## config.mk

```make
export PLATFORM = sky130hd
export DESIGN_NAME = port_c_upper_pin_mux
export DESIGN_NICKNAME = d
export VERILOG_FILES = /design/src/hw/pinmux_pkg.sv /design/src/hw/port_c_upper_pin_mux.sv
export SDC_FILE = /design/constraint.sdc
export NUM_CORES = 1
export LEC_CHECK = 0
export ABC_AREA = 1
export BUFFER_PORTS_ARGS = -buffer_cell sky130_fd_sc_hd__buf_4
export CORE_ASPECT_RATIO = 1.1
export CORE_UTILIZATION = 55
export DETAILED_ROUTE_END_ITERATION = 7
export PLACE_DENSITY_LB_ADDON = 0.2
export RECOVER_POWER = 25
export SYNTH_ARGS = -nofsm -noshare
export SYNTH_HDL_FRONTEND = slang
export SYNTH_SLANG_ARGS = --single-unit
export TNS_END_PERCENT = 20
```

## constraint.sdc

```tcl
create_clock -name SYS_CLK -period 3.9 [get_ports SYS_CLK]
set_input_delay 0.78 -clock SYS_CLK [delete_from_list [all_inputs] [get_ports SYS_CLK]]
set_output_delay 0.78 -clock SYS_CLK [all_outputs]
set_load 0.01 [all_outputs]
```

## src/hw/pinmux_pkg.sv

```systemverilog
// Purpose: Shared constants for the port C upper pin mux block
// Assumes: Register port with one-cycle read latency, 8-bit data
// Notes:   Offsets are word indices on the plain register port
package pinmux_pkg;
   // ==========================================================
   // Register offsets
   localparam logic [3:0] FUNC_SEL_ADDR  = 4'h0; // Alternate-select bits
   localparam logic [3:0] PORT_OUT_ADDR  = 4'h1; // Output latches
   localparam logic [3:0] PORT_OE_ADDR   = 4'h2; // Output enables
   localparam logic [3:0] PORT_PIN_ADDR  = 4'h3; // Live pin levels
   localparam logic [3:0] CPU_CTRL_ADDR  = 4'h4; // Clock out, suspend
   localparam logic [3:0] IRQ_STAT_ADDR  = 4'h5; // Sticky events, W1C
   localparam logic [3:0] IRQ_MASK_ADDR  = 4'h6; // Interrupt mask
   localparam logic [3:0] T1_COUNT_ADDR  = 4'h7; // Timer 1 count
   // ==========================================================
   // Field positions
   localparam int SEL_T1_BIT    = 0; // Bit 5 as timer 1 input
   localparam int SEL_WR_BIT    = 1; // Bit 6 as write strobe
   localparam int SEL_RD_BIT    = 2; // Bit 7 as read strobe
   localparam int CTL_CLKOE_BIT = 0; // Clock output enable
   localparam int CTL_CTSEL_BIT = 1; // Timer 1 counter select
   localparam int CTL_SUSP_BIT  = 2; // Suspend request
   localparam int CTL_SPEED_BIT = 3; // Speed select, read only
   localparam int CTL_ASLP_BIT  = 4; // Suspended state, read only
   localparam int EV_WAKE_BIT   = 0; // Remote wake event
   // ==========================================================
   // Reset values
   localparam logic [7:0] FUNC_SEL_RST = 8'h00;
   localparam logic [7:0] CPU_CTRL_RST = 8'h01;
   localparam logic [7:0] PORT_RST     = 8'h00;
endpackage : pinmux_pkg

```

## src/hw/port_c_upper_pin_mux.sv

```systemverilog
// Purpose: Function selection of port C bits 5..7, clock output,
//          remote wake, speed select and board-test float
// Assumes: All pins synchronous to SYS_CLK; PLL lives outside
// Notes:   Two-way pins are split into in, out and enable
//
// Contract
// Bit 5 is port bit or timer input
// Timer counts pin only with counter select
// Bit 6 is port bit or write strobe
// Bit 7 is port bit or read strobe
// Board pulls up strobes in use
// Clock output 24 MHz, gated by enable
// Reduced-speed mode gives 12 MHz clock output
// Wake falling edge in suspend restarts, interrupts
// Wake held low blocks suspend entry
// Speed input high 12 MHz, low 24
// Board-test high floats every functional pin
// Port pin driven only when enabled
// Live pin level always readable
// Reset clears alternate selects, pins inputs
`timescale 1ns/1ps
`default_nettype none
module port_c_upper_pin_mux
   import pinmux_pkg::*;
#(
   parameter int NPINS = 3
)(
   // Clock and reset
   input  wire logic             SYS_CLK,
   input  wire logic             RST,
   // Register port
   input  wire logic [3:0]       REG_ADDR,
   input  wire logic [7:0]       REG_WDATA,
   input  wire logic             REG_WR,
   input  wire logic             REG_RD,
   output logic      [7:0]       REG_RDATA,
   // Port C bits 5..7 pins
   input  wire logic [NPINS-1:0] PC_IN,
   output logic      [NPINS-1:0] PC_OUT,
   output logic      [NPINS-1:0] PC_OE,
   // External memory strobes from the core, active low
   input  wire logic             MEM_WR_N,
   input  wire logic             MEM_RD_N,
   // Clocks: 24 MHz and 12 MHz phase-locked references
   input  wire logic             PLL_FAST_CLOCK_OUTPUT,
   input  wire logic             PLL_CLK12,
   output logic                  FAST_CLOCK_OUTPUT,
   output logic                  FAST_CLOCK_OUTPUT_OE,
   input  wire logic             REDUCED_SPEED_MODE,
   // Misc pins
   input  wire logic             WAKEUP_N,
   input  wire logic             CPU_SPEED_SELECT,
   input  wire logic             BOARD_TEST,
   // Processor side
   output logic                  CPU_SLOW,
   output logic                  OSC_RUN,
   output logic                  TIMER1_COUNT_INPUT,
   output logic                  IRQ
);
   // ==========================================================
   // Elaboration check
   if (NPINS != 3)
   begin : g_bad_npins
      $error("NPINS must be 3 for bits 5..7");
   end

   // ==========================================================
   // State
   typedef enum logic [0:0] {RUNNING, SUSPENDED} pwr_e;
   pwr_e        pwr_q, pwr_d;
   logic [7:0]  sel_q;
   logic [7:0]  out_q;
   logic [7:0]  oe_q;
   logic [7:0]  ctl_q;
   logic [7:0]  stat_q;
   logic [7:0]  mask_q;
   logic [7:0]  t1cnt_q;
   logic [7:0]  rdata_q;
   logic        wake_prev_q;
   logic        t1_prev_q;

   // ==========================================================
   // Write decode
   wire wr_sel  = REG_WR && (REG_ADDR == FUNC_SEL_ADDR);
   wire wr_out  = REG_WR && (REG_ADDR == PORT_OUT_ADDR);
   wire wr_oe   = REG_WR && (REG_ADDR == PORT_OE_ADDR);
   wire wr_ctl  = REG_WR && (REG_ADDR == CPU_CTRL_ADDR);
   wire wr_stat = REG_WR && (REG_ADDR == IRQ_STAT_ADDR);
   wire wr_mask = REG_WR && (REG_ADDR == IRQ_MASK_ADDR);
   wire wr_t1   = REG_WR && (REG_ADDR == T1_COUNT_ADDR);

   // ==========================================================
   // Per-pin mux: alternate function or port latch
   wire [NPINS-1:0] alt_sel;
   wire [NPINS-1:0] alt_drv;
   wire [NPINS-1:0] alt_val;
   assign alt_sel = {sel_q[SEL_RD_BIT], sel_q[SEL_WR_BIT],
                     sel_q[SEL_T1_BIT]};
   // Timer pin is an input, so it never drives
   assign alt_drv = {sel_q[SEL_RD_BIT], sel_q[SEL_WR_BIT], 1'b0};
   assign alt_val = {MEM_RD_N, MEM_WR_N, 1'b0};

   genvar i;
   for (i = 0; i < NPINS; i++)
   begin : g_pin
      // Alternate wins; port drives only with its enable
      assign PC_OUT[i] = alt_sel[i] ? alt_val[i]
                                    : out_q[5+i];
      assign PC_OE[i]  = !BOARD_TEST &&
                         (alt_sel[i] ? alt_drv[i]
                                     : oe_q[5+i]);
   end

   // Strobes idle high; pull-ups cover reset before selection
   // are the board's job, we rely on them                 R5

   // ==========================================================
   // Timer 1 input path
   wire t1_pin  = sel_q[SEL_T1_BIT] && PC_IN[0];
   wire t1_use  = t1_pin && ctl_q[CTL_CTSEL_BIT];
   wire t1_fall = t1_prev_q && !t1_use;
   assign TIMER1_COUNT_INPUT = t1_use;

   // ==========================================================
   // Clock output and speed
   assign FAST_CLOCK_OUTPUT = !ctl_q[CTL_CLKOE_BIT] ? 1'b0
                            : REDUCED_SPEED_MODE ? PLL_CLK12
                            : PLL_FAST_CLOCK_OUTPUT;
   assign FAST_CLOCK_OUTPUT_OE = ctl_q[CTL_CLKOE_BIT] && !BOARD_TEST;
   assign CPU_SLOW = CPU_SPEED_SELECT;

   // ==========================================================
   // Power state: wake edge and suspend blocking
   wire wake_fall = wake_prev_q && !WAKEUP_N;
   wire susp_req  = wr_ctl && REG_WDATA[CTL_SUSP_BIT];
   always_comb
   begin
      pwr_d = pwr_q;
      case (pwr_q)
         RUNNING:
         begin
            if (susp_req && WAKEUP_N)
               pwr_d = SUSPENDED;
         end
         SUSPENDED:
         begin
            if (wake_fall)
               pwr_d = RUNNING;
         end
         default: pwr_d = RUNNING;
      endcase
   end
   assign OSC_RUN = (pwr_q == RUNNING);

   // Wake event sets status; set beats a same-cycle clear
   wire        wake_ev = (pwr_q == SUSPENDED) && wake_fall;
   wire [7:0]  stat_d  = (stat_q & ~(wr_stat ? REG_WDATA : 8'h00))
                         | {7'h00, wake_ev};
   assign IRQ = |(stat_q & mask_q);

   // ==========================================================
   // Read mux
   wire [7:0] pin_view = {PC_IN, 5'h00};
   wire [7:0] ctl_view = {3'h0,
                          pwr_q == SUSPENDED,
                          CPU_SPEED_SELECT,
                          1'b0,
                          ctl_q[CTL_CTSEL_BIT],
                          ctl_q[CTL_CLKOE_BIT]};
   logic [7:0] rd_mux;
   always_comb
   begin
      if (REG_ADDR == FUNC_SEL_ADDR)      rd_mux = sel_q;
      else if (REG_ADDR == PORT_OUT_ADDR) rd_mux = out_q;
      else if (REG_ADDR == PORT_OE_ADDR)  rd_mux = oe_q;
      else if (REG_ADDR == PORT_PIN_ADDR) rd_mux = pin_view;
      else if (REG_ADDR == CPU_CTRL_ADDR) rd_mux = ctl_view;
      else if (REG_ADDR == IRQ_STAT_ADDR) rd_mux = stat_q;
      else if (REG_ADDR == IRQ_MASK_ADDR) rd_mux = mask_q;
      else if (REG_ADDR == T1_COUNT_ADDR) rd_mux = t1cnt_q;
      else                                rd_mux = 8'h00;
   end
   assign REG_RDATA = rdata_q;

   // ==========================================================
   // Configuration registers
   always_ff @(posedge SYS_CLK or posedge RST)
   begin
      if (RST)
      begin
         sel_q  <= FUNC_SEL_RST;
         out_q  <= PORT_RST;
         oe_q   <= PORT_RST;
         ctl_q  <= CPU_CTRL_RST;
         mask_q <= PORT_RST;
      end
      else
      begin
         if (wr_sel)  sel_q  <= REG_WDATA & 8'h07;
         if (wr_out)  out_q  <= REG_WDATA;
         if (wr_oe)   oe_q   <= REG_WDATA;
         if (wr_ctl)  ctl_q  <= REG_WDATA & 8'h03;
         if (wr_mask) mask_q <= REG_WDATA & 8'h01;
      end
   end

   // ==========================================================
   // Status, power, counter and read data
   always_ff @(posedge SYS_CLK or posedge RST)
   begin
      if (RST)
      begin
         pwr_q       <= RUNNING;
         stat_q      <= 8'h00;
         t1cnt_q     <= 8'h00;
         rdata_q     <= 8'h00;
         wake_prev_q <= 1'b1;
         t1_prev_q   <= 1'b0;
      end
      else
      begin
         pwr_q       <= pwr_d;
         stat_q      <= stat_d;
         wake_prev_q <= WAKEUP_N;
         t1_prev_q   <= t1_use;
         // Count on falling edge of the external input      R2
         if (wr_t1)
            t1cnt_q <= REG_WDATA;
         else if (t1_fall)
            t1cnt_q <= t1cnt_q + 8'h01;
         rdata_q     <= REG_RD ? rd_mux : 8'h00;
      end
   end
endmodule : port_c_upper_pin_mux
`default_nettype wire

```

==> results of run 1 <==
-- cell type report --
cell class | instances | area (um^2) | share of cell area
Sequential cell | 49 | 1229 | 0.4229
Multi-Input combinational cell | 194 | 970.9 | 0.3342
Timing Repair Buffer | 46 | 337.8 | 0.1163
Inverter | 52 | 196.4 | 0.06761
Clock buffer | 5 | 68.82 | 0.02369
Tap cell | 54 | 67.56 | 0.02326
Clock inverter | 2 | 35.03 | 0.01206
-- logic make-up after synthesis --
kind of cell	count (synthesis)	synth area share
and+or+nand+nor	115	0.2019
DFF	49	0.5008
buffers and inverters	58	0.09943
AOI/OAI and AO/OA	73	0.1749
adders and majority gates	1	0.005099
xor gates and xnor gates	5	0.01785
-- worst min-delay path: stages (launching register included) --
cell and delay (ns):
dfrtp_1 0.35, nand2_1 0.06, o21ai_2 0.05
-- cells in the mapped netlist, types with 4 or more instances --
library cell	n
dfrtp_1	47
o211ai_1	5
o21ai_1	9
nand3_1	14
nand2_1	74
inv_2	4
o21ai_0	23
o21ai_2	8
a21oi_1	21
nand2_2	4
inv_1	47
nor2_1	14
-- worst paths after layout --
check / from / end / slack [ns] / cells past startpoint
min in group asynchronous: RST / out_q[0] / 1.05 / 2
hold reg to reg: out_q[4] / out_q[4] / 0.49 / 2
setup / recovery: RST / stat_q[6] / 1.78 / 2
hold / removal: out_q[4] / out_q[4] / 0.49 / 2
setup reg to reg: sel_q[0] / t1cnt_q[7] / 2.49 / 7
max in group SYS_CLK: PC_IN[0] / TIMER1_COUNT_INPUT / 1.87 / 4
-- power by group through the flow --
stage,clock network (mW),logic (mW),registers (mW)
2_1_floorplan,0,0.211,0.685
5_1_grt,0.373,0.355,0.714
3_5_place_dp,0,0.309,0.709
4_1_cts,0.358,0.312,0.699
6_report,0.354,0.306,0.702
3_3_place_gp,0,0.299,0.708
-- registers in the layout (all words and copies together) (netlist names) --
signal and count:
sel_q 3, ctl_q 2, mask_q 1, wake_prev_q 1, stat_q 8, pwr_q 1, oe_q 8, out_q 8
REG_RDATA 8, t1_prev_q 1, t1cnt_q 8
-- routing by layer --
| layer | wire length [um] | global-route usage |
|---|---|---|
| met2 | 2762 | 0.4365 |
| met3 | 218 | 0.05346 |
| met5 | 0 | 0 |
| met4 | 44 | 0.05072 |
| met1 | 2500 | 0.3604 |
==> results.cfg, run 1 <==
[routing]
postRouteAntennaNets = 0
routed-via-count = 2086
wirelength_mm = 5.526
wl_per_cell_um = 13.75
drc = 0
vias_per_cell = 5.189
drt-initial-drc-count = 182
dr.pass1.iters = 4

[floorplan]
die_h_um = 72.05
die_w_um = 65.69
initial_core_util = 0.5726
io_pins = 47
rows = 25
core_region_area_um2 = 4285
die-area_um2 = 4733

[sta]
setup_tns_ns = 0
finalSetupViolCount = 0
worst_slack_ns = 1.781
worst_hold_slack_ns = 0.4899
post-route-min-period_ns = 2.119
drv_slew = 50
slew_headroom = -0.2181
finClkSkew_ns = 0.01006
final_hold_viol_count = 0
period_share = 0.5434
tightest_slew_ns = 1.825
fmax_ghz = 0.4719
rsz0062_at_grt = false

[outcome]
run_status = complete, but fails checks
violations = max-capacitance violations, max-slew violations

[critical_path]
crit_buf_inv = 2
worst_ep_required_time_ns = 3.97
crit_path_end_kind = async pin
path_class = primary input to async pin
crit_path_start_kind = primary input
crit_family = buffers and inverters
timing.critical_path.slowest_cell_delay_ns = 1.28
arrival_ns = 2.19
crit_fanout = 49
crit_slowest_cell = inv_1
crit_chain = clkbuf_4, inv_1

[cells_and_area]
final_area_um2 = 2905
final_layout_size_suffix_gt1_frac = 0.2126
final_nets = 376
area_growth_pct = 18.41
mostFrequentLayoutCells = nand2_1, dfrtp_1, inv_1, buf_4, o21ai_0
fillers = 381
post-route-util = 0.6780
n_antenna_cell = 0
layoutNonFillerInstCount = 402
final_common_cell = nand2_1

[power_and_ir_drop]
combPwrFrac = 0.225
switching_share = 0.3111
p_per_area_nw_per_um2 = 469.1
intPower_mw = 0.9389
power.leakage_nw = 1.520
peakVddDrop_mv = 0.3049
pwr-share-seq = 0.515
power_mw = 1.363
p_sw_mw = 0.4240
p_clk_frac = 0.260

[placement]
hpwl_mm = 4.135
placed_cells = 395
io_buffers = 46
preCtsSetupSlack_ns = 1.731
gp_routability_congestion = 0.8769
placed_cell_area_um2 = 2819

[global_route]
grt_max_degree = 50
overflow = 0
antenna_found_initial = 0
grt_usage = 0.2638
grt_pass1_wl_mm = 9.384
grt_pass1_vias = 1997

[logic_synthesis]
syn_inst = 301
yosysUniqueCellTypes = 28
synth_ff_type = dfrtp_1
seq_area_frac_synth = 0.5008
async_reset_ff_frac = 1.000
netlist.area_leader.share = 0.4793
synth_area_per_cell_um2 = 8.152
syn_nets = 329
syn_area_um2 = 2454
synth_top_area_cell = dfrtp_1
synth_edf_count = 0
synth_area_leaders = dfrtp_1, nand2_1, inv_1
ys_warn_count = 0
synth.ff_latch_count = 49

[clock_network]
cts.sinks = 49
cts_tree = yes
ctsLongestPathBuffers = 2
cts_buffers = 5
cts_hold_buf = 0
ctsResizeCount = 0
clk_pin_slew_ns = 0.09
clk_latency_ns = 0.31
root_buffer = clkbuf_8
postCtsSetupBuffers = 0
htree_levels = 2

[hold_path]
hold_path_class = flip-flop to flip-flop

[run]
cap_viol_max_count = 1
No activity file was read; power rests on OpenSTA's default activity.
==> run 2, diff against run 1 <==
==> constraint.sdc (replaced) <==
create_clock -name SYS_CLK -period 2.05 [get_ports SYS_CLK]
set_input_delay 0.41 -clock SYS_CLK [delete_from_list [all_inputs] [get_ports SYS_CLK]]
set_output_delay 0.41 -clock SYS_CLK [all_outputs]
set_load 0.01 [all_outputs]
==> results.cfg, run 2 (synthesized netlist as in run 1, its figures left out) <==
[clock_network]
clk_pin_slew_ns = 0.09
cts.sinks = 49
cts_tree = yes
postCtsSetupBuffers = 0
htree_levels = 2
cts_hold_buf = 0
ctsLongestPathBuffers = 2
ctsResizeCount = 0
clk_latency_ns = 0.30
cts_buffers = 5
root_buffer = clkbuf_8

[critical_path]
crit_path_start_kind = flip-flop
crit_slowest_cell = dfstp_2
crit_fanout = 2
timing.critical_path.slowest_cell_delay_ns = 0.54
crit_chain = o21ai_0, a21oi_1, buf_4
path_class = flip-flop to output pin
crit_path_end_kind = output pin
arrival_ns = 1.17
worst_ep_required_time_ns = 1.64

[global_route]
overflow = 0
grt_max_degree = 27
grt_pass1_vias = 1979
grt_pass1_wl_mm = 9.459
grt_usage = 0.2687
antenna_found_initial = 0

[sta]
finClkSkew_ns = 0.008071
slew_headroom = 0.3916
drv_slew = 0
post-route-min-period_ns = 1.582
setup_tns_ns = 0
final_hold_viol_count = 0
worst_hold_slack_ns = 0.2290
tightest_slew_ns = 0.9116
period_share = 0.7718
rsz0062_at_grt = false
finalSetupViolCount = 0
fmax_ghz = 0.6320

[placement]
io_buffers = 46
gp_routability_congestion = 0.9600
hpwl_mm = 4.345

[cells_and_area]
final_layout_size_suffix_gt1_frac = 0.2251
n_antenna_cell = 0
final_nets = 378
mostFrequentLayoutCells = nand2_1, dfrtp_1, inv_1, buf_4, o21ai_0
area_growth_pct = 19.99
post-route-util = 0.6870
final_common_cell = nand2_1

[routing]
dr.pass1.iters = 4
postRouteAntennaNets = 0
wirelength_mm = 5.615
drc = 0
wl_per_cell_um = 13.86
drt-initial-drc-count = 167
vias_per_cell = 5.262
routed-via-count = 2131

[power_and_ir_drop]
p_per_area_nw_per_um2 = 897.4
peakVddDrop_mv = 0.4455
power.leakage_nw = 1.553

[floorplan]
die_h_um = 72.05
rows = 25
initial_core_util = 0.5726
die-area_um2 = 4733
core_region_area_um2 = 4285
die_w_um = 65.69
io_pins = 47

[run]
cap_viol_max_count = 0

[hold_path]
hold_path_class = primary input to flip-flop

[outcome]
run_status = finished clean
[run 2: layer usage]
| metal | wire length, um | up-vias | GRT usage |
|---|---|---|---|
| li1 | - | 1056 | - |
| met1 | 2431 | 1008 | 0.3517 |
| met2 | 2813 | 56 | 0.4388 |
| met3 | 250 | 11 | 0.04403 |
| met4 | 119 | 0 | 0.1159 |
| met5 | 0 | - | 0 |
[run 2: where the power goes]
| part | internal (mW) | switching (mW) |
|---|---|---|
| clock network | 0.398 | 0.322 |
| logic | 0.270 | 0.318 |
| registers | 1.16 | 0.170 |
[run 2: final timing paths]
path,startpoint,end,slack (ns),depth (start not counted)
min,WAKEUP_N,wake_prev_q,0.23,1
max in group asynchronous,RST,stat_q[6],0.60,3
max reg2reg,sel_q[0],t1cnt_q[4],0.70,7
max,ctl_q[0],FAST_CLOCK_OUTPUT,0.47,3
min in group asynchronous,RST,sel_q[0],0.30,2
min reg2reg,out_q[3],out_q[3],0.48,2
[run 2: area by class of cell]
cell class                      count  area [um^2]
Clock buffer                        7        86.33
Clock inverter                      1        30.03
Fill cell                         382         1341
Inverter                           52        196.4
Multi-Input combinational cell    194        980.9
Sequential cell                    49         1229
Tap cell                           54        67.56
Timing Repair Buffer               48        354.1
[run 2: worst max-delay path, delay by kind of cell (launching register included)]
family	cells	cell delay [ns]
compound gates	2	0.20
buf+inv	1	0.14
flops	1	0.54
[run 2: stage by stage]
stage	setup slack, ns	cell area (um^2)	power [mW]	cells
finish	0.4678	2944	2.642	405
global route	0.3055	2944	2.789	405
CTS	0.4667	2963	2.654	405
detailed placement	0.4857	2846	1.943	397
global placement	0.5365	2846	1.912	397
floorplan	0.4705	2454	1.704	301
==> run 3, diff against run 2 <==
==> constraint.sdc (replaced) <==
create_clock -name SYS_CLK -period 1.55 [get_ports SYS_CLK]
set_input_delay 0.31 -clock SYS_CLK [delete_from_list [all_inputs] [get_ports SYS_CLK]]
set_output_delay 0.31 -clock SYS_CLK [all_outputs]
set_load 0.01 [all_outputs]
==> results.cfg, run 3 (synthesized netlist as in run 1, its figures left out) <==
[placement]
hpwl_mm = 4.253
gp_routability_congestion = 0.9364
io_buffers = 46
placed_cell_area_um2 = 2861

[floorplan]
die_w_um = 65.69
die_h_um = 72.05
io_pins = 47
initial_core_util = 0.5726
core_region_area_um2 = 4285
rows = 25
die-area_um2 = 4733

[clock_network]
root_buffer = clkbuf_8
clk_latency_ns = 0.30
cts.sinks = 49
clk_pin_slew_ns = 0.08
htree_levels = 2
cts_buffers = 5
cts_tree = yes
ctsLongestPathBuffers = 2

[cells_and_area]
final_common_cell = nand2_1
post-route-util = 0.6826
final_layout_size_suffix_gt1_frac = 0.2119
n_antenna_cell = 0
area_growth_pct = 19.23
final_nets = 381
final_area_um2 = 2925
mostFrequentLayoutCells = nand2_1, inv_1, dfrtp_1, buf_4, o21ai_0

[power_and_ir_drop]
p_per_area_nw_per_um2 = 1118
peakVddDrop_mv = 0.6790
power.leakage_nw = 1.529

[critical_path]
crit_path_end_kind = output pin
crit_slowest_cell = dfstp_2
crit_chain = o21ai_1, a21oi_1, buf_4
crit_buf_inv = 1
path_class = flip-flop to output pin
arrival_ns = 1.16
timing.critical_path.slowest_cell_delay_ns = 0.54
crit_fanout = 2
crit_path_start_kind = flip-flop
worst_ep_required_time_ns = 1.24
crit_family = flip-flops

[outcome]
run_status = finished clean

[sta]
post-route-min-period_ns = 1.468
drv_slew = 0
setup_tns_ns = 0
finClkSkew_ns = 0.003256
fmax_ghz = 0.6813
final_hold_viol_count = 0
rsz0062_at_grt = false
slew_headroom = 0.5393
tightest_slew_ns = 0.6893
period_share = 0.9469
finalSetupViolCount = 0
worst_hold_slack_ns = 0.1383

[global_route]
grt_usage = 0.2609
grt_pass1_vias = 2013
grt_pass1_wl_mm = 9.294
antenna_found_initial = 0
grt_use_met3 = 0.04560
grt_use_met2 = 0.4172
grtUsageMet1 = 0.3472
grt_max_degree = 35
busiest_layer = met2
overflow = 0

[routing]
dr.pass1.iters = 4
drt-initial-drc-count = 117
vias_per_cell = 5.189
wirelength_mm = 5.446
routed-via-count = 2117
wl_per_cell_um = 13.35
drc = 0
postRouteAntennaNets = 0

[hold_path]
hold_path_class = primary input to flip-flop

[run]
cap_viol_max_count = 0
## run 3: timing repair
item	4_1_cts	5_1_grt
endpoints found under the hold margin	13	0
buffers inserted	0	0
gates resized for setup	0	1
hold buffers	1	0
endpoints found under the setup margin	0	1
## run 3: per-layer routing
| layer | part of all wire | up-vias |
|---|---|---|
| li1 | - | 1061 |
| met1 | 0.44 | 993 |
| met2 | 0.50 | 56 |
| met3 | 0.046 | 7 |
| met4 | 0.017 | 0 |
| met5 | 0 | - |
## run 3: power breakdown
group / internal [mW] / switching [mW] / total (mW)
Clock: 0.313 / 0.416 / 0.729
Sequential: 1.54 / 0.226 / 1.77
Combinational: 0.360 / 0.414 / 0.775
## run 3: layout make-up
class                           instances  area, um^2
Fill cell                             388        1360
Clock buffer                            6       72.57
Sequential cell                        49        1229
Tap cell                               54       67.56
Timing Repair Buffer                   51       386.6
Inverter                               52       196.4
Clock inverter                          2       10.01
Multi-Input combinational cell        194       963.4
## run 3: metrics by stage
stage | cells | power [mW] | setup slack, ns
2_1_floorplan | 301 | 2.253 | 0.07049
3_3_place_gp | 399 | 2.540 | 0.2322
3_5_place_dp | 399 | 2.569 | 0.1785
4_1_cts | 408 | 3.298 | 0.04376
5_1_grt | 408 | 3.463 | 0.02554
6_report | 408 | 3.270 | 0.08223
## run 3: path summary, 6_finish.rpt
check,startpoint,to,slack (ns),cells past startpoint
setup / recovery,ctl_q[0],FAST_CLOCK_OUTPUT,0.08,3
hold / removal,WAKEUP_N,wake_prev_q,0.14,1
setup reg to reg,sel_q[0],t1cnt_q[7],0.20,7
hold reg to reg,oe_q[6],oe_q[6],0.49,2
max in group asynchronous,RST,REG_RDATA[3],0.30,4
min in group asynchronous,RST,out_q[0],0.65,3
